$ cat config.mk
export PLATFORM = sky130hd
export DESIGN_NAME = card_intf_ctrl
export DESIGN_NICKNAME = d
export VERILOG_FILES = /design/src/card_intf_pkg.sv /design/src/chan_if.sv /design/src/card_intf_ctrl.sv /design/src/insert_debounce.sv /design/src/io_channel.sv
export VERILOG_INCLUDE_DIRS = /design/src
export SDC_FILE = /design/constraint.sdc
export NUM_CORES = 1
export LEC_CHECK = 0
export BUFFER_PORTS_ARGS = -buffer_cell sky130_fd_sc_hd__buf_2
export CAP_MARGIN = 20
export CORE_MARGIN = 2
export CORE_UTILIZATION = 61
export DETAILED_ROUTE_END_ITERATION = 6
export GPL_TIMING_DRIVEN = 0
export HOLD_SLACK_MARGIN = 0.1
export PLACE_DENSITY = 0.84
export REMOVE_ABC_BUFFERS = 1
export SYNTH_ARGS = -nofsm -noshare
export SYNTH_HDL_FRONTEND = slang
export SYNTH_HIERARCHICAL = 1
export SYNTH_SLANG_ARGS = --single-unit
$ cat constraint.sdc
create_clock -name REF_CLK_I -period 3.42 [get_ports REF_CLK_I]
set_clock_uncertainty 0.15 [all_clocks]
set_input_delay 0.513 -clock REF_CLK_I [delete_from_list [all_inputs] [get_ports REF_CLK_I]]
set_output_delay 0.513 -clock REF_CLK_I [all_outputs]
set_load 0.02 [all_outputs]
$ cat src/card_intf_cfg.svh
// Constants of the card interface control: timing counts and reset values.
// Assumes a 50 MHz reference clock; included by bare name wherever needed.
`ifndef CARD_INTF_CFG_SVH
`define CARD_INTF_CFG_SVH

// ----------------------------------------
// Clock
// ----------------------------------------
`define CLK_PERIOD_NS      20

// ----------------------------------------
// Timing figures and derived cycle counts
// ----------------------------------------
`define UNDERVOLT_TIME_NS  5000
`define UNDERVOLT_CYCLES   (`UNDERVOLT_TIME_NS / `CLK_PERIOD_NS)
`define MISMATCH_TIME_NS   3000
`define MISMATCH_CYCLES    (`MISMATCH_TIME_NS / `CLK_PERIOD_NS)
`define DEBOUNCE_MIN_MS    40
`define DEBOUNCE_TYP_MS    80
`define DEBOUNCE_CYCLES    (`DEBOUNCE_TYP_MS * 1000000 / `CLK_PERIOD_NS)

// ----------------------------------------
// Reset values and channel count
// ----------------------------------------
`define FLAG_N_RST         1'b1
`define LEVEL_RST          1'b0
`define CHAN_COUNT         3

`endif

$ cat src/card_intf_pkg.sv
// Types shared by the card interface control modules.
// Assumes nothing beyond a SystemVerilog compiler.
package card_intf_pkg;

  // ----------------------------------------
  // Power sequence and channel direction
  // ----------------------------------------
  typedef enum logic [1:0] {SUP_IDLE, SUP_RAMP, SUP_ACTIVE, SUP_ALARM} power_state_t;
  typedef enum logic [1:0] {DIR_IDLE, DIR_H2C, DIR_C2H} chan_dir_t;

endpackage : card_intf_pkg

$ cat src/chan_if.sv
// Carrier between the control core and one half-duplex data channel.
// Assumes the control side drives enable and park, the channel the pads.
interface chan_if;
  logic en;        // Channel may pass data
  logic park;      // Card side held low (idle or alarm)
  logic host_in;
  logic card_in;
  logic host_out;
  logic host_oe;
  logic card_out;
  logic card_oe;

  modport ctl (output en, park, host_in, card_in,
               input  host_out, host_oe, card_out, card_oe);
  modport chan (input  en, park, host_in, card_in,
                output host_out, host_oe, card_out, card_oe);
endinterface : chan_if

$ cat src/card_intf_ctrl.sv
// Control core of a level-translating smart card interface.
// Assumes synchronous inputs, analog supply status on a comparator input,
// and pads resolved outside from the out/enable pairs.
//
// Contract
// - Activation request low starts the ramp state and the card supply.
// - Supply good goes low only once the card supply is regulated.
// - Card reset and clock stay disabled until supply good is low.
// - Data channels enable after supply good, and only while selected.
// - Supply level is latched on activation falling edge, then ignored.
// - Channel select low enables data channels; high disables them.
// - Disabled channels release the host side; card side is forced high, or low in idle and alarm.
// - Select may fall with activation; traffic still waits for supply good.
// - Channel select never touches supply, card clock or card reset.
// - Switch polarity select high means active-high switch, low active-low.
// - An inserted card always shows as insertion flag low.
// - Switch changes are debounced for about 80 ms before reporting.
// - Reduced variant ties select to activation and fixes normally open.
// - Channels idle high, lock direction on first low, release at idle.
// - Supply below level for 5 us forces alarm and discharge.
// - Card reset or clock differing from host input for 3 us alarms.
// - In idle the card reset and clock are held low.
`include "card_intf_cfg.svh"

module card_intf_ctrl #(
  parameter int DEBOUNCE_CYCLES = `DEBOUNCE_CYCLES,
  parameter bit REDUCED_VARIANT = 1'b0
) (
  // Clock and reset
  input  wire logic       REF_CLK_I,
  input  wire logic       RST_I,
  // Host controls
  input  wire logic       ACTIVATION_REQUEST_N_I,
  input  wire logic       CHANNEL_SELECT_N_I,
  input  wire logic       SUPPLY_LEVEL_SELECT_I,
  input  wire logic       SWITCH_POLARITY_SELECT_I,
  input  wire logic       HOST_RESET_IN_I,
  input  wire logic       HOST_CLOCK_IN_I,
  // Card acceptor and analog sense
  input  wire logic       ACCEPTOR_SWITCH_IN_I,
  input  wire logic       SUPPLY_IN_RANGE_I,
  input  wire logic       CARD_RESET_SENSE_I,
  input  wire logic       CARD_CLOCK_SENSE_I,
  // Data lines: bit 0 data, bit 1 spare a, bit 2 spare b
  input  wire logic [2:0] HOST_LINE_IN_I,
  output logic      [2:0] HOST_LINE_OUT_O,
  output logic      [2:0] HOST_LINE_OE_O,
  input  wire logic [2:0] CARD_LINE_IN_I,
  output logic      [2:0] CARD_LINE_OUT_O,
  output logic      [2:0] CARD_LINE_OE_O,
  // Supply generator
  output logic            SUPPLY_ENABLE_O,
  output logic            SUPPLY_DISCHARGE_O,
  output logic            SUPPLY_LEVEL_O,
  // Status
  output logic            SUPPLY_GOOD_N_O,
  output logic            ALARM_N_O,
  output logic            INSERTION_FLAG_N_O,
  // Card reset and clock
  output logic            CARD_RESET_OUT_O,
  output logic            CARD_CLOCK_OUT_O
);

  // ----------------------------------------
  // Local constants
  // ----------------------------------------
  localparam int UV_CYCLES = `UNDERVOLT_CYCLES;
  localparam int MM_CYCLES = `MISMATCH_CYCLES;
  localparam int UV_W      = $clog2(UV_CYCLES + 1);
  localparam int MM_W      = $clog2(MM_CYCLES + 1);

  // ----------------------------------------
  // Declarations
  // ----------------------------------------
  card_intf_pkg::power_state_t state_reg, state_next;

  logic            act_prev_reg;
  logic            act_fall;
  logic            chan_sel_n;
  logic            switch_pol;
  logic [UV_W-1:0] uv_cnt_reg;
  logic [MM_W-1:0] mm_cnt_reg;
  logic            uv_trip;
  logic            mm_trip;
  logic            mismatch;
  logic            chan_en_reg;
  logic            chan_park_reg;

  chan_if ch [`CHAN_COUNT] ();

  // ----------------------------------------
  // Variant straps
  // ----------------------------------------

  // Reduced part has no select or polarity pin of its own
  assign chan_sel_n = REDUCED_VARIANT ? ACTIVATION_REQUEST_N_I
                                      : CHANNEL_SELECT_N_I;
  assign switch_pol = REDUCED_VARIANT ? 1'b0
                                      : SWITCH_POLARITY_SELECT_I;

  // ----------------------------------------
  // Activation edge
  // ----------------------------------------

  // Previous level resets high, so a request held low through reset
  // still counts as a falling edge once reset is released
  always_ff @(posedge REF_CLK_I)
  begin
    if (RST_I)
      act_prev_reg <= 1'b1;
    else
      act_prev_reg <= ACTIVATION_REQUEST_N_I;
  end

  assign act_fall = act_prev_reg & ~ACTIVATION_REQUEST_N_I;

  // ----------------------------------------
  // Supply level latch
  // ----------------------------------------

  // Taken only on the falling edge; later changes are ignored
  always_ff @(posedge REF_CLK_I)
  begin
    if (RST_I)
      SUPPLY_LEVEL_O <= `LEVEL_RST;
    else if (act_fall)
      SUPPLY_LEVEL_O <= SUPPLY_LEVEL_SELECT_I;
  end

  // ----------------------------------------
  // Fault timers
  // ----------------------------------------

  // Undervoltage timer runs only once the supply was declared good
  always_ff @(posedge REF_CLK_I)
  begin
    if (RST_I)
      uv_cnt_reg <= '0;
    else if (state_reg != card_intf_pkg::SUP_ACTIVE || SUPPLY_IN_RANGE_I)
      uv_cnt_reg <= '0;
    else if (!uv_trip)
      uv_cnt_reg <= uv_cnt_reg + 1'b1;
  end

  assign uv_trip = (uv_cnt_reg == UV_W'(UV_CYCLES));

  // Pad readback against host input; the timer length also hides
  // the one-cycle lag of the registered card outputs
  assign mismatch = (CARD_RESET_SENSE_I != CARD_RESET_OUT_O)
                  | (CARD_CLOCK_SENSE_I != CARD_CLOCK_OUT_O)
                  | (CARD_RESET_OUT_O != HOST_RESET_IN_I)
                  | (CARD_CLOCK_OUT_O != HOST_CLOCK_IN_I);

  // Consecutive mismatch cycles, checked only in the active state
  always_ff @(posedge REF_CLK_I)
  begin
    if (RST_I)
      mm_cnt_reg <= '0;
    else if (state_reg != card_intf_pkg::SUP_ACTIVE || !mismatch)
      mm_cnt_reg <= '0;
    else if (!mm_trip)
      mm_cnt_reg <= mm_cnt_reg + 1'b1;
  end

  assign mm_trip = (mm_cnt_reg == MM_W'(MM_CYCLES));

  // ----------------------------------------
  // Power sequence
  // ----------------------------------------

  // Releasing the request always returns to idle, also from alarm
  always_comb
  begin
    state_next = state_reg;
    unique case (state_reg)
      card_intf_pkg::SUP_IDLE:
      begin
        if (act_fall)
          state_next = card_intf_pkg::SUP_RAMP;
      end
      card_intf_pkg::SUP_RAMP:
      begin
        if (ACTIVATION_REQUEST_N_I)
          state_next = card_intf_pkg::SUP_IDLE;
        else if (SUPPLY_IN_RANGE_I)
          state_next = card_intf_pkg::SUP_ACTIVE;
      end
      card_intf_pkg::SUP_ACTIVE:
      begin
        if (ACTIVATION_REQUEST_N_I)
          state_next = card_intf_pkg::SUP_IDLE;
        else if (uv_trip || mm_trip)
          state_next = card_intf_pkg::SUP_ALARM;
      end
      card_intf_pkg::SUP_ALARM:
      begin
        if (ACTIVATION_REQUEST_N_I)
          state_next = card_intf_pkg::SUP_IDLE;
      end
    endcase
  end

  always_ff @(posedge REF_CLK_I)
  begin
    if (RST_I)
      state_reg <= card_intf_pkg::SUP_IDLE;
    else
      state_reg <= state_next;
  end

  // ----------------------------------------
  // Supply and status outputs
  // ----------------------------------------

  // Decoded from the next state so they switch with the state flop
  always_ff @(posedge REF_CLK_I)
  begin
    if (RST_I)
    begin
      SUPPLY_ENABLE_O    <= 1'b0;
      SUPPLY_DISCHARGE_O <= 1'b1;
      SUPPLY_GOOD_N_O    <= 1'b1;
      ALARM_N_O          <= 1'b1;
    end
    else
    begin
      SUPPLY_ENABLE_O    <= (state_next == card_intf_pkg::SUP_RAMP)
                          | (state_next == card_intf_pkg::SUP_ACTIVE);
      SUPPLY_DISCHARGE_O <= (state_next == card_intf_pkg::SUP_IDLE)
                          | (state_next == card_intf_pkg::SUP_ALARM);
      SUPPLY_GOOD_N_O    <= (state_next != card_intf_pkg::SUP_ACTIVE);
      ALARM_N_O          <= (state_next != card_intf_pkg::SUP_ALARM);
    end
  end

  // ----------------------------------------
  // Card reset and clock
  // ----------------------------------------

  // Follow the host only while active; held low otherwise
  always_ff @(posedge REF_CLK_I)
  begin
    if (RST_I)
    begin
      CARD_RESET_OUT_O <= 1'b0;
      CARD_CLOCK_OUT_O <= 1'b0;
    end
    else if (state_next == card_intf_pkg::SUP_ACTIVE)
    begin
      CARD_RESET_OUT_O <= HOST_RESET_IN_I;
      CARD_CLOCK_OUT_O <= HOST_CLOCK_IN_I;
    end
    else
    begin
      CARD_RESET_OUT_O <= 1'b0;
      CARD_CLOCK_OUT_O <= 1'b0;
    end
  end

  // ----------------------------------------
  // Data channel gating
  // ----------------------------------------

  // Select may fall early; the supply state still holds traffic back
  always_ff @(posedge REF_CLK_I)
  begin
    if (RST_I)
    begin
      chan_en_reg   <= 1'b0;
      chan_park_reg <= 1'b1;
    end
    else
    begin
      chan_en_reg   <= (state_next == card_intf_pkg::SUP_ACTIVE)
                     & ~chan_sel_n;
      chan_park_reg <= (state_next == card_intf_pkg::SUP_IDLE)
                     | (state_next == card_intf_pkg::SUP_ALARM);
    end
  end

  // ----------------------------------------
  // Data channels
  // ----------------------------------------

  // Same channel logic for data and both spare lines
  for (genvar g = 0; g < `CHAN_COUNT; g++)
  begin : g_chan
    assign ch[g].en      = chan_en_reg;
    assign ch[g].park    = chan_park_reg;
    assign ch[g].host_in = HOST_LINE_IN_I[g];
    assign ch[g].card_in = CARD_LINE_IN_I[g];

    io_channel u_chan (
      .clk_i (REF_CLK_I),
      .rst_i (RST_I),
      .ch    (ch[g])
    );

    // Pad drivers are flops inside the channel
    assign HOST_LINE_OUT_O[g] = ch[g].host_out;
    assign HOST_LINE_OE_O[g]  = ch[g].host_oe;
    assign CARD_LINE_OUT_O[g] = ch[g].card_out;
    assign CARD_LINE_OE_O[g]  = ch[g].card_oe;
  end

  // ----------------------------------------
  // Card presence
  // ----------------------------------------

  // Long debounce runs regardless of the power state
  insert_debounce #(
    .CYCLES (DEBOUNCE_CYCLES)
  ) u_debounce (
    .clk_i    (REF_CLK_I),
    .rst_i    (RST_I),
    .sw_i     (ACCEPTOR_SWITCH_IN_I),
    .pol_i    (switch_pol),
    .flag_n_o (INSERTION_FLAG_N_O)
  );

endmodule : card_intf_ctrl

$ cat src/insert_debounce.sv
// Debounces the acceptor switch into an active-low insertion flag.
// Assumes the switch and polarity inputs are synchronous to clk_i.
`include "card_intf_cfg.svh"

module insert_debounce #(
  parameter int CYCLES = 4000000
) (
  // Clock and reset
  input  wire logic clk_i,
  input  wire logic rst_i,
  // Switch
  input  wire logic sw_i,
  input  wire logic pol_i,
  // Flag
  output logic      flag_n_o
);
  localparam int W = $clog2(CYCLES + 1);

  logic         present;
  logic         last_reg;
  logic [W-1:0] cnt_reg;

  // Fold the switch polarity so that one always means present
  assign present = pol_i ? sw_i : ~sw_i;

  // Counter restarts on every change, flag moves only on expiry
  always_ff @(posedge clk_i)
  begin
    if (rst_i)
    begin
      last_reg <= 1'b0;
      cnt_reg  <= '0;
      flag_n_o <= `FLAG_N_RST;
    end
    else
    begin
      last_reg <= present;
      if (present != last_reg)
        cnt_reg <= '0;
      else if (cnt_reg != W'(CYCLES - 1))
        cnt_reg <= cnt_reg + 1'b1;
      else
        flag_n_o <= ~present;
    end
  end
endmodule : insert_debounce

$ cat src/io_channel.sv
// One half-duplex open-drain channel between host and card pads.
// Assumes pads are resolved outside; inputs read the wire level.
module io_channel (
  // Clock and reset
  input  wire logic clk_i,
  input  wire logic rst_i,
  // Pads and control
  chan_if.chan      ch
);
  card_intf_pkg::chan_dir_t dir_reg, dir_next;
  logic host_oe_next;
  logic card_out_next;
  logic card_oe_next;

  // Direction is locked by the first low seen from the both-high idle
  always_comb
  begin
    dir_next      = dir_reg;
    host_oe_next  = 1'b0;
    card_out_next = 1'b0;
    card_oe_next  = 1'b1;
    if (!ch.en)
    begin
      dir_next      = card_intf_pkg::DIR_IDLE;
      card_out_next = ~ch.park;
    end
    else
    begin
      unique case (dir_reg)
        card_intf_pkg::DIR_IDLE:
        begin
          card_oe_next = 1'b0;
          if (!ch.host_in)
          begin
            dir_next     = card_intf_pkg::DIR_H2C;
            card_oe_next = 1'b1;
          end
          else if (!ch.card_in)
          begin
            dir_next     = card_intf_pkg::DIR_C2H;
            host_oe_next = 1'b1;
          end
        end
        card_intf_pkg::DIR_H2C:
        begin
          // A low forced on the card side is never echoed back
          card_oe_next = ~ch.host_in;
          if (ch.host_in)
            dir_next = card_intf_pkg::DIR_IDLE;
        end
        card_intf_pkg::DIR_C2H:
        begin
          card_oe_next = 1'b0;
          host_oe_next = ~ch.card_in;
          if (ch.card_in)
            dir_next = card_intf_pkg::DIR_IDLE;
        end
        default:
          dir_next = card_intf_pkg::DIR_IDLE;
      endcase
    end
  end

  // Pad drivers come straight from flops
  always_ff @(posedge clk_i)
  begin
    if (rst_i)
    begin
      dir_reg     <= card_intf_pkg::DIR_IDLE;
      ch.host_out <= 1'b0;
      ch.host_oe  <= 1'b0;
      ch.card_out <= 1'b0;
      ch.card_oe  <= 1'b1;
    end
    else
    begin
      dir_reg     <= dir_next;
      ch.host_out <= 1'b0;
      ch.host_oe  <= host_oe_next;
      ch.card_out <= card_out_next;
      ch.card_oe  <= card_oe_next;
    end
  end
endmodule : io_channel

# Word-level counts from Yosys, hierarchy flattened
# Cells that the tools add are included.
# W data, S select, Z words.
[classes]
add_sub_neg = 3
multipliers = 0
n_div = 0
magnitude_cmp = 0
n_eq_ne = 32
shifts = 0
n_mux = 38
bitwise = 22
n_reduce_logical = 19
[op_table]
columns = ["operator", "n"]
rows = [
  ["$mux W2", 18],
  ["$add A22 B1 Y22 const B", 1],
  ["$ne A22 B22 Y1 const B", 1],
  ["$ne A2 B2 Y1 const B", 9],
  ["$pmux W2 S3", 3],
  ["$add A8 B1 Y8 const B", 2],
  ["$eq A8 B8 Y1 const B", 2],
  ["$not A1 Y1", 15],
  ["$eq A2 B2 Y1 const B", 7],
  ["$reduce_or A2 Y1", 6],
  ["$eq A2 B1 Y1 const B", 5],
  ["$logic_not A2 Y1", 5],
  ["$mux W1", 10],
  ["$ne A3 B3 Y1 const B", 3],
  ["$pmux W1 S3", 3],
  ["$reduce_and A3 Y1", 3],
  ["$pmux W2 S4", 1],
  ["$pmux W1 S2", 3],
  ["$ne A1 B1 Y1", 5],
  ["$or A1 B1 Y1", 5],
  ["$logic_or A1 B1 Y1", 3],
  ["$and A1 B1 Y1", 2],
  ["$reduce_and A2 Y1", 1],
  ["$logic_not A1 Y1", 1],
]
[word_totals]
ff_bits = 64
latch_bits = 0
ramBits = 0
romBits = 0
input_bits = 18
output_inout_bits = 20
wordCells = 139
n_memories = 0

# Longest topological paths before layout
# Gate-level depths: netlist of run 1.
[depth]
word_depth = 8
depth_mapped = 10
depth_no_buf = 9

# By module
# Netlist of run 1, hierarchy kept.
[by_module_without_submodules]
columns = ["module", "n_inst", "cells_each", "area_per_inst_um2"]
rows = [
  ["card_intf_ctrl", 1, 133, 1224.9],
  ["insert_debounce", 1, 142, 1204.9],
  ["io_channel", 3, 16, 171.4],
]

# Least setup slack after synthesis of run 1
# No wires, ideal clock.
[synth_timing]
path_kind = "flip-flop to flip-flop"
start = "register u_debounce.cnt_reg[0]"
end = "register u_debounce.cnt_reg[20]"
setup_time_ns = 0.071
arrival_ns = 1.851
setup_slack_ns = 1.348
stages_incl_launch_ff = 6
period_less_slack_ns = 2.072
cell_sequence = "dfxtp_1 > ha_1 > nand3_2 > or4_4 > or4_1 > a21oi_1"
[synth_via]
elab_chain_cells = 1
[synth_lines]
columns = ["element", "line", "rtl"]
rows = [
  ["from (decl)", "insert_debounce.sv:21", "logic [W-1:0] cnt_reg;"],
  ["from (signal assigned)", "insert_debounce.sv:41", "cnt_reg <= cnt_reg + 1'b1;"],
  ["$add A22 B1 Y22 or $ne A22 B22 Y1 (tied branches)", "insert_debounce.sv:41, insert_debounce.sv:40", ""],
]
# Several ways; a longest one is shown, not always the timed one.
# A chain may end at the register's enable or synchronous reset.

# Worst setup path after layout of run 1
# Same ends and word-level chain as after synthesis.

==> impl_metrics.py, run 1 <==
metrics = {
    "setup_path": {
        "cp.arrival_ps": 2420,
        "setup.worst_path.start_class": "register",
        "cp_max_fo": 9,
        "worstReg2RegStart": "u_debounce/cnt_reg[0]$_SDFFE_PP0P_",
        "r2r_setup_slack_ps": 1110,
        "cp.required_ps": 3530,
        "worstSetupPathType": "register to register",
        "r2r_cells": 5,
        "reg2reg_to": "u_debounce/cnt_reg[20]$_SDFFE_PP0P_",
        "critPathCaptureType": "register",
    },
    "sta": {
        "report.final.hold_viol_count": 0,
        "setup_viol": 0,
        "maxSlewViolCount": 0,
        "relSlewSlack_pct": 58.39,
        "setup-tns-final_ps": 0,
        "max_slew.worst_pin.slew_ps": 624.2,
        "final.period_utilization_pct": 67.49,
        "rsz0062_at_grt": "no",
        "max_clock_freq_mhz": 433.3,
        "period_minus_slack_ps": 2308,
    },
    "power": {
        "powerDensity_nw_per_um2": 464.9,
        "p_leak_uw": 0.001181,
        "p_total_uw": 1506,
        "ir_worst_vdd_v": 0.0003166,
    },
    "logic_synthesis": {
        "synth_top_area_cell": "dfxtp_1",
        "yosys_warnings": 6,
        "syn_inst": 323,
        "yosysMostFrequentCell": "dfxtp_1",
        "seq_area_frac_synth_pct": 44.88,
        "ys_top_cells_by_count": "dfxtp_1, nor2_1, nor3_1, a21oi_1, buf_4",
        "yosysTopAreaCellShare_pct": 44.88,
        "synth_seq_cells": 66,
        "async_flop_share_pct": 0,
        "synth-edff-count": 0,
        "synthesis.area_um2": 2944,
        "synth_cell_types": 44,
        "synth_area_per_cell_um2": 9.115,
        "synth_flop_cell": "dfxtp_1",
        "synth_area_leaders": "dfxtp_1, buf_4, nor2_1",
    },
    "floorplan": {
        "die_w_um": 73.47,
        "num_rows": 25,
        "pin_count": 38,
        "die_area_um2": 5398,
        "core_area_um2": 4692,
        "fp.dieH_um": 73.47,
        "start_util_pct": 62.75,
    },
    "detailed_routing": {
        "wl_um": 5312,
        "wl_per_cell_um": 13.15,
        "via_per_inst": 5.666,
        "ant_nets": 0,
        "firstDrtPassIters": 4,
        "vias": 2289,
        "drc": 0,
        "dr.first_iter.drc_count": 219,
    },
    "layout": {
        "drive_gt1_share_pct": 16.86,
        "fin_nets": 370,
        "syn_to_final_growth_pct": 10.03,
        "largest_reg_flops": 22,
        "n_fill_cell": 369,
        "antennaDiodeCount": 0,
    },
    "job": {
        "drv_cap": 0,
    },
    "global_routing": {
        "grt-busiest-layer": "met2",
        "use_met1_pct": 29.05,
        "grt_util_met3_pct": 5.761,
        "grt_pass1_vias": 2143,
        "grt_antenna_before_repair": 0,
        "gr-total-overflow": 0,
        "grt_max_degree": 24,
        "use_met2_pct": 34.03,
        "grt_pass1_wl_um": 9308,
        "grtUsageTotal_pct": 22.06,
    },
    "clock_tree": {
        "cts_hold_buf": 0,
        "cts_max_level": 3,
        "cts_tree": "done",
        "cts_resized": 0,
        "post-cts-setup-buffer-count": 0,
        "cts_made_buffers": 9,
        "clock-sinks": 66,
        "cts.reportedPaths.clkPinSlew_ps": 80,
        "clk_path_buf_depth": 2,
        "cts_root_buf": "clkbuf_8",
        "insertion_delay_ps": 340,
    },
    "status": {
        "status": "complete, no violations",
    },
    "min_path": {
        "hold_class": "primary input to register",
        "min_from": "CHANNEL_SELECT_N_I",
        "holdPathStages": 2,
        "whs_endpoint": "ch[0].en$_SDFF_PP0_",
    },
    "placed_design": {
        "port_buffers": 34,
        "hpwl_um": 3738,
        "gp_congestion": 0.7764,
    },
}
[metrics by stage]
step | util (%) | hold WS (ps) | cells | setup WS [ps] | instance area, um2
after floorplan | - | 261.9 | 300 | 1317 | 2799
after global placement | 64.72 | 272.0 | 388 | 1019 | 3037
after detailed placement | 64.72 | 281.0 | 388 | 999.3 | 3037
after CTS | 69.04 | 165.3 | 404 | 1136 | 3239
after global routing | 69.04 | 170.5 | 404 | 1034 | 3239
final | 69.04 | 174.2 | 404 | 1112 | 3239
[report_power, final]
| part | switching, uW | internal, uW | leakage (uW) |
|---|---|---|---|
| Combinational | 43.5 | 28.4 | 0.000544 |
| Clock | 308 | 342 | 0.000104 |
| Sequential | 6.99 | 777 | 0.000533 |
| Total | 359 | 1150 | 0.00118 |
[layout make-up]
class | instances | area (um2) | share of cell area (%)
clock buffers | 9 | 123.9 | 3.824
flip-flops and latches | 66 | 1321 | 40.79
inverters | 13 | 48.80 | 1.506
multi-input cells | 221 | 1429 | 44.11
repair buffers | 34 | 170.2 | 5.253
clock inverters | 7 | 78.83 | 2.433
well taps | 54 | 67.56 | 2.086
[worst max-delay path by stage]
stage	from	to
6_report	u_debounce/cnt_reg[0]$_SDFFE_PP0P_	u_debounce/cnt_reg[20]$_SDFFE_PP0P_
2_1_floorplan	SWITCH_POLARITY_SELECT_I	u_debounce/cnt_reg[7]$_SDFFE_PP0P_
5_1_grt	u_debounce/cnt_reg[0]$_SDFFE_PP0P_	u_debounce/cnt_reg[20]$_SDFFE_PP0P_
3_3_place_gp	SWITCH_POLARITY_SELECT_I	u_debounce/cnt_reg[7]$_SDFFE_PP0P_
4_1_cts	u_debounce/cnt_reg[0]$_SDFFE_PP0P_	u_debounce/cnt_reg[20]$_SDFFE_PP0P_
3_5_place_dp	SWITCH_POLARITY_SELECT_I	u_debounce/cnt_reg[7]$_SDFFE_PP0P_
[placed cells by master, fill, tap and decap left out, types with 3 or more instances in the layout]
cell       n
or3_1      9
dfxtp_1   66
nand2b_4   3
nand2_1   14
nor4_1     9
conb_1     3
nor3_1    20
a21oi_1   16
clkbuf_8   9
o21ai_0    8
or4_1      5
xnor2_1   10
a21o_1     3
nand4_1    9
xor2_1     9
inv_1     13
or2_1      3
mux2i_1    4
and3_1     5
nor2_1    27
nand2b_1  11
o31ai_1    3
buf_2     34
ha_1       7
a211oi_1   9
clkinv_4   4
nand3_1   13
[worst max-delay path: stages (launching register included)]
cell	delay, ps
dfxtp_1	410
ha_1	230
nand3_2	190
or4_4	610
or4_1	490
a21oi_1	160
[layer usage]
metal  routed length [um]  up-vias  part of all wire [%]
li1                     -     1166                     -
met5                    0        -                     0
met3                  229        9                   4.3
met2                 2487       50                    47
met1                 2503     1064                    47
met4                   91        0                   1.7
[logic make-up (layout without fill, tap and decap cells)]
family / count (synthesis) / count (layout) / synth area share [%]
flip-flops: 66 / 66 / 44.88
XOR/XNOR: 20 / 20 / 6.417
AND/OR/NAND/NOR: 143 / 143 / 27.75
multiplexers: 4 / 4 / 1.360
other: 3 / 3 / 0.3825
adder cells (fa/ha/maj): 7 / 7 / 2.975
AO/OA/AOI/OAI: 44 / 44 / 9.648
buffers and inverters: 36 / 63 / 6.587
(Power assumes the default switching activity.)
==> run 2, diff against run 1 <==
--- a/config.mk
+++ b/config.mk
@@ -9,11 +9,11 @@
 export BUFFER_PORTS_ARGS = -buffer_cell sky130_fd_sc_hd__buf_2
 export CAP_MARGIN = 20
 export CORE_MARGIN = 2
-export CORE_UTILIZATION = 61
+export CORE_UTILIZATION = 57
 export DETAILED_ROUTE_END_ITERATION = 6
 export GPL_TIMING_DRIVEN = 0
 export HOLD_SLACK_MARGIN = 0.1
-export PLACE_DENSITY = 0.84
+export PLACE_DENSITY = 0.79
 export REMOVE_ABC_BUFFERS = 1
 export SYNTH_ARGS = -nofsm -noshare
 export SYNTH_HDL_FRONTEND = slang
==> constraint.sdc (replaced) <==
create_clock -name REF_CLK_I -period 2.3 [get_ports REF_CLK_I]
set_clock_uncertainty 0.15 [all_clocks]
set_input_delay 0.345 -clock REF_CLK_I [delete_from_list [all_inputs] [get_ports REF_CLK_I]]
set_output_delay 0.345 -clock REF_CLK_I [all_outputs]
set_load 0.02 [all_outputs]
==> run 2 against run 1 <==
  * Count of clock-buffer cells in the layout did not move
  * Power rose by 51%
  * Via count rose by 1.4%
  * Global-route usage fell by 1.6 points
  * Combinational power rose by 71%
  * Wire length rose by 2.9%
  * Non-clock buffer count rose by 11
  * Sequential share of layout area fell by 1.7 points
  * Final cell count rose by 6.7%
==> impl_metrics.py, run 2 (synthesized netlist as in run 1, its figures left out) <==
metrics = {
    "detailed_routing": {
        "wl_um": 5467,
        "firstDrtPassIters": 4,
        "via_per_inst": 5.387,
        "ant_nets": 0,
        "dr.first_iter.drc_count": 93,
        "wl_per_cell_um": 12.68,
        "drc": 0,
        "vias": 2322,
    },
    "job": {
        "drv_cap": 0,
    },
    "power": {
        "power_frac_comb_pct": 5.4,
        "p_seq_share_pct": 51.4,
        "switching_share_pct": 24.39,
        "p_switching_uw": 553.0,
        "ir_worst_vdd_v": 0.0004033,
        "clock_power_share_pct": 43.2,
        "p_total_uw": 2267,
        "p_leak_uw": 0.001211,
        "p_int_uw": 1714,
        "powerDensity_nw_per_um2": 670.2,
    },
    "placed_design": {
        "gp_congestion": 0.7866,
        "hpwl_um": 3705,
        "port_buffers": 34,
        "placed_cell_area_um2": 3057,
    },
    "floorplan": {
        "pin_count": 38,
        "start_util_pct": 58.39,
        "fp.dieH_um": 75.87,
        "num_rows": 26,
        "die_area_um2": 5756,
        "core_area_um2": 5042,
        "die_w_um": 75.87,
    },
    "layout": {
        "syn_to_final_growth_pct": 14.92,
        "n_fill_cell": 401,
        "largest_reg_flops": 22,
        "drive_gt1_share_pct": 17.17,
        "final_common_cell": "dfxtp_1",
        "antennaDiodeCount": 0,
        "fin_nets": 381,
        "stdcell_area_um2": 3383,
        "final_cell_mix": "dfxtp_1, buf_2, nor2_1, nor3_1, a21oi_1",
    },
    "clock_tree": {
        "cts_max_level": 3,
        "clk_path_buf_depth": 2,
        "cts_tree": "done",
        "clock-sinks": 66,
        "cts.reportedPaths.clkPinSlew_ps": 80,
        "insertion_delay_ps": 350,
        "cts_made_buffers": 9,
        "cts_root_buf": "clkbuf_8",
    },
    "global_routing": {
        "use_met1_pct": 25.64,
        "grt_util_met3_pct": 7.011,
        "gr-total-overflow": 0,
        "grt_pass1_wl_um": 8769,
        "grt_max_degree": 24,
        "grtUsageTotal_pct": 20.48,
        "use_met2_pct": 31.90,
        "grt-busiest-layer": "met2",
        "grt_pass1_vias": 2037,
        "grt_antenna_before_repair": 0,
    },
    "setup_path": {
        "cp.required_ps": 2420,
        "cp.arrival_ps": 2340,
        "slowest_delay_ps": 590,
        "r2r_cells": 5,
        "crit_chain": "ha_2 > nand3_4 > or4_4 > or4_1 > a21oi_1",
        "worstSetupPathType": "register to register",
        "crit_family": "simple AND/OR/NAND/NOR gates",
        "setup.worst_path.start_class": "register",
        "critPathCaptureType": "register",
        "cp_slowest_cell": "or4_4",
        "worstSetupPathDepth": 5,
        "cp_max_fo": 9,
        "cp_num_buf_inv": 0,
    },
    "sta": {
        "whs_ps": 161.3,
        "report.final.hold_viol_count": 0,
        "max_slew.worst_pin.slew_ps": 664.3,
        "rsz0062_at_grt": "no",
        "setup-tns-final_ps": 0,
        "max_clock_freq_mhz": 450.4,
        "maxSlewViolCount": 0,
        "final.period_utilization_pct": 96.54,
        "relSlewSlack_pct": 55.71,
        "period_minus_slack_ps": 2220,
        "setup_viol": 0,
    },
    "min_path": {
        "hold_class": "primary input to register",
        "holdPathStages": 3,
    },
    "status": {
        "status": "complete, no violations",
    },
}
run 2: through the flow:
| stage | setup slack, ps | util (%) | cells |
|---|---|---|---|
| 6_report | 79.63 | 67.10 | 431 |
| 5_1_grt | 8.274 | 67.10 | 431 |
| 2_1_floorplan | 225.5 | - | 300 |
| 4_1_cts | 9.417 | 66.80 | 431 |
| 3_5_place_dp | 27.57 | 60.62 | 404 |
| 3_3_place_gp | 70.08 | 60.62 | 404 |
run 2: worst min-delay path: cells and delay by family:
family        cells  cell delay [ps]
simple gates      1               80
buf+inv           1               90
xor+xnor          1              100
run 2: per-layer routing:
metal | routed length, um | part of all wire [%]
met4 | 104 | 1.9
met2 | 2591 | 47
met1 | 2562 | 47
met5 | 0 | 0
met3 | 208 | 3.8
run 2: worst paths after layout:
check	start	slack [ps]	to
worst min-delay path	SWITCH_POLARITY_SELECT_I	160	u_debounce/last_reg$_SDFF_PP0_
worst max-delay path	u_debounce/cnt_reg[1]$_SDFFE_PP0P_	80	u_debounce/cnt_reg[20]$_SDFFE_PP0P_
worst min register to register	g_chan[2].u_chan/dir_reg[0]$_SDFFE_PP0P_	290	g_chan[2].u_chan/dir_reg[1]$_SDFFE_PP0P_
worst max register to register	u_debounce/cnt_reg[1]$_SDFFE_PP0P_	80	u_debounce/cnt_reg[20]$_SDFFE_PP0P_
run 2: cell type report:
class                           instances  area (um2)  share of cell area [%]
Tap cell                               70       87.58                   2.589
Clock inverter                          7       77.57                   2.293
Multi-Input combinational cell        221        1443                   42.64
Sequential cell                        66        1323                   39.09
Clock buffer                            9       123.9                   3.661
Inverter                               13       48.80                   1.442
Timing Repair Buffer                   45       280.3                   8.284
run 2: what timing repair did:
action,4_1_cts,5_1_grt
gates resized for setup,0,4
endpoints found under the setup margin,0,1
hold endpoints to repair,14,0
hold buffers,11,0
buffers inserted,0,0
run 2: power groups by stage:
| stage | Clock [uW] | Sequential, uW | Combinational (uW) |
|---|---|---|---|
| floorplan | 0 | 1200 | 58.2 |
| global placement | 0 | 1190 | 104 |
| detailed placement | 0 | 1190 | 107 |
| CTS | 998 | 1160 | 122 |
| global route | 1040 | 1170 | 136 |
| finish | 980 | 1160 | 123 |
==> run 3, diff against run 2 <==
--- a/config.mk
+++ b/config.mk
@@ -8,7 +8,7 @@
 export LEC_CHECK = 0
 export BUFFER_PORTS_ARGS = -buffer_cell sky130_fd_sc_hd__buf_2
 export CAP_MARGIN = 20
-export CORE_MARGIN = 2
+export CORE_MARGIN = 4
 export CORE_UTILIZATION = 57
 export DETAILED_ROUTE_END_ITERATION = 6
 export GPL_TIMING_DRIVEN = 0
==> run 3 against run 2 <==
  * Global-route usage fell by 1.8 points
  * Core utilization up 1.9 points
  * Combinational power is essentially flat
  * Power decreased by 5.0%
  * Non-clock buffer count fell by 1
  * Via count rose by 1.0%
  * Register-to-register slack improved by 20 ps
  * Final cell count down 0.93%
  * First-iteration DRC count decreased by 23%
  * Fmax is 1.1% higher
  * Die area grew 11%
  * Count of clock-buffer cells in the layout up 2
  * Critical path type unchanged
  * Critical endpoint unchanged
==> impl_metrics.py, run 3 (synthesized netlist as in run 1, its figures left out) <==
metrics = {
    "clock_tree": {
        "cts_root_buf": "clkbuf_8",
        "cts_max_level": 3,
        "insertion_delay_ps": 330,
        "post-cts-setup-buffer-count": 0,
        "cts.reportedPaths.clkPinSlew_ps": 80,
        "cts_made_buffers": 9,
        "clk_path_buf_depth": 2,
        "clock-sinks": 66,
        "cts_tree": "done",
    },
    "detailed_routing": {
        "dr.first_iter.drc_count": 72,
        "wl_per_cell_um": 12.93,
        "firstDrtPassIters": 4,
        "wl_um": 5520,
        "ant_nets": 0,
        "drc": 0,
        "via_per_inst": 5.494,
        "vias": 2346,
    },
    "layout": {
        "largest_reg_flops": 22,
        "drive_gt1_share_pct": 16.94,
        "final_common_cell": "dfxtp_1",
        "antennaDiodeCount": 0,
        "fin_nets": 380,
        "final_cell_mix": "dfxtp_1, buf_2, nor2_1, nor3_1, a21oi_1",
        "syn_to_final_growth_pct": 13.68,
        "n_fill_cell": 362,
        "final_util_pct": 69.03,
    },
    "sta": {
        "period_minus_slack_ps": 2196,
        "max_slew.worst_pin.slew_ps": 645.6,
        "relSlewSlack_pct": 56.96,
        "final.period_utilization_pct": 95.50,
        "max_clock_freq_mhz": 455.3,
        "report.final.hold_viol_count": 0,
        "setup-tns-final_ps": 0,
        "setup_viol": 0,
        "maxSlewViolCount": 0,
        "rsz0062_at_grt": "no",
        "layout_setup_ws_ps": 103.6,
    },
    "placed_design": {
        "gp_congestion": 0.7814,
        "port_buffers": 34,
        "pre_cts_ws_ps": 60.05,
        "hpwl_um": 3717,
    },
    "power": {
        "p_leak_uw": 0.001205,
        "p_total_uw": 2154,
        "powerDensity_nw_per_um2": 643.5,
        "ir_worst_vdd_v": 0.0003390,
    },
    "floorplan": {
        "pin_count": 38,
        "core_area_um2": 4848,
        "num_rows": 25,
        "die_w_um": 79.87,
        "start_util_pct": 60.72,
        "fp.dieH_um": 79.87,
        "die_area_um2": 6379,
    },
    "setup_path": {
        "cp.required_ps": 2410,
        "cp_max_fo": 9,
        "critPathCaptureType": "register",
        "worstSetupPathType": "register to register",
        "cp.arrival_ps": 2300,
        "setup.worst_path.start_class": "register",
    },
    "global_routing": {
        "grt_pass1_vias": 2199,
        "grtUsageTotal_pct": 18.68,
        "gr-total-overflow": 0,
        "grt_pass1_wl_um": 9494,
        "grt_antenna_before_repair": 0,
        "grt_max_degree": 24,
    },
    "status": {
        "status": "complete, no violations",
    },
    "job": {
        "drv_cap": 0,
    },
    "min_path": {
        "hold_class": "primary input to register",
    },
}
==> run 3: repair_timing <==
action / in CTS / in global routing
hold buffers: 10 / 0
endpoints found under the hold margin: 13 / 0
gates resized for setup: 0 / 4
setup endpoints to repair: 0 / 3
==> run 3: area by class of cell <==
cell class / count / area, um2 / area share [%]
well taps: 67 / 83.83 / 2.505
multi-input cells: 221 / 1443 / 43.10
clock buffers: 11 / 141.4 / 4.224
clock inverters: 5 / 37.54 / 1.121
repair buffers: 44 / 270.3 / 8.075
inverters: 13 / 48.80 / 1.458
flip-flops and latches: 66 / 1323 / 39.51
==> run 3: per-stage QoR <==
stage | hold slack (ps) | instance area, um2 | cells
after global placement | 275.1 | 3053 | 401
after floorplan | 261.9 | 2799 | 300
after global routing | 127.8 | 3347 | 427
final | 140.7 | 3347 | 427
after detailed placement | 275.1 | 3053 | 401
after CTS | 126.0 | 3332 | 427
==> run 3: report_power, final <==
group | leakage (uW) | switching, uW | internal (uW)
Clock | 0.0000863 | 438 | 426
Sequential | 0.000534 | 9.99 | 1160
Combinational | 0.000585 | 70.2 | 53.7
Total | 0.00120 | 519 | 1640
==> run 3: path summary, 6_finish.rpt <==
check	from	end	slack (ps)	depth (start not counted)
setup / recovery	u_debounce/cnt_reg[1]$_SDFFE_PP0P_	u_debounce/cnt_reg[20]$_SDFFE_PP0P_	100	5
setup reg to reg	u_debounce/cnt_reg[1]$_SDFFE_PP0P_	u_debounce/cnt_reg[20]$_SDFFE_PP0P_	100	5
hold reg to reg	g_chan[0].u_chan/dir_reg[0]$_SDFFE_PP0P_	g_chan[0].u_chan/ch.host_oe$_SDFF_PP0_	290	1
hold / removal	ACTIVATION_REQUEST_N_I	state_reg[1]$_SDFF_PP0_	140	2
==> run 3: critical path, stage by stage, from the launching register on <==
cell and delay [ps]:
dfxtp_1 380, ha_2 240, nand3_4 130, or4_4 580, or4_1 490, a21oi_1 150
==> run 3: per-layer routing <==
metal	up-vias	global-route usage (%)	wire [um]
li1	1188	-	-
met1	1099	23.15	2573
met2	53	31.47	2601
met3	6	3.612	279
met4	0	8.108	65
met5	-	0	0
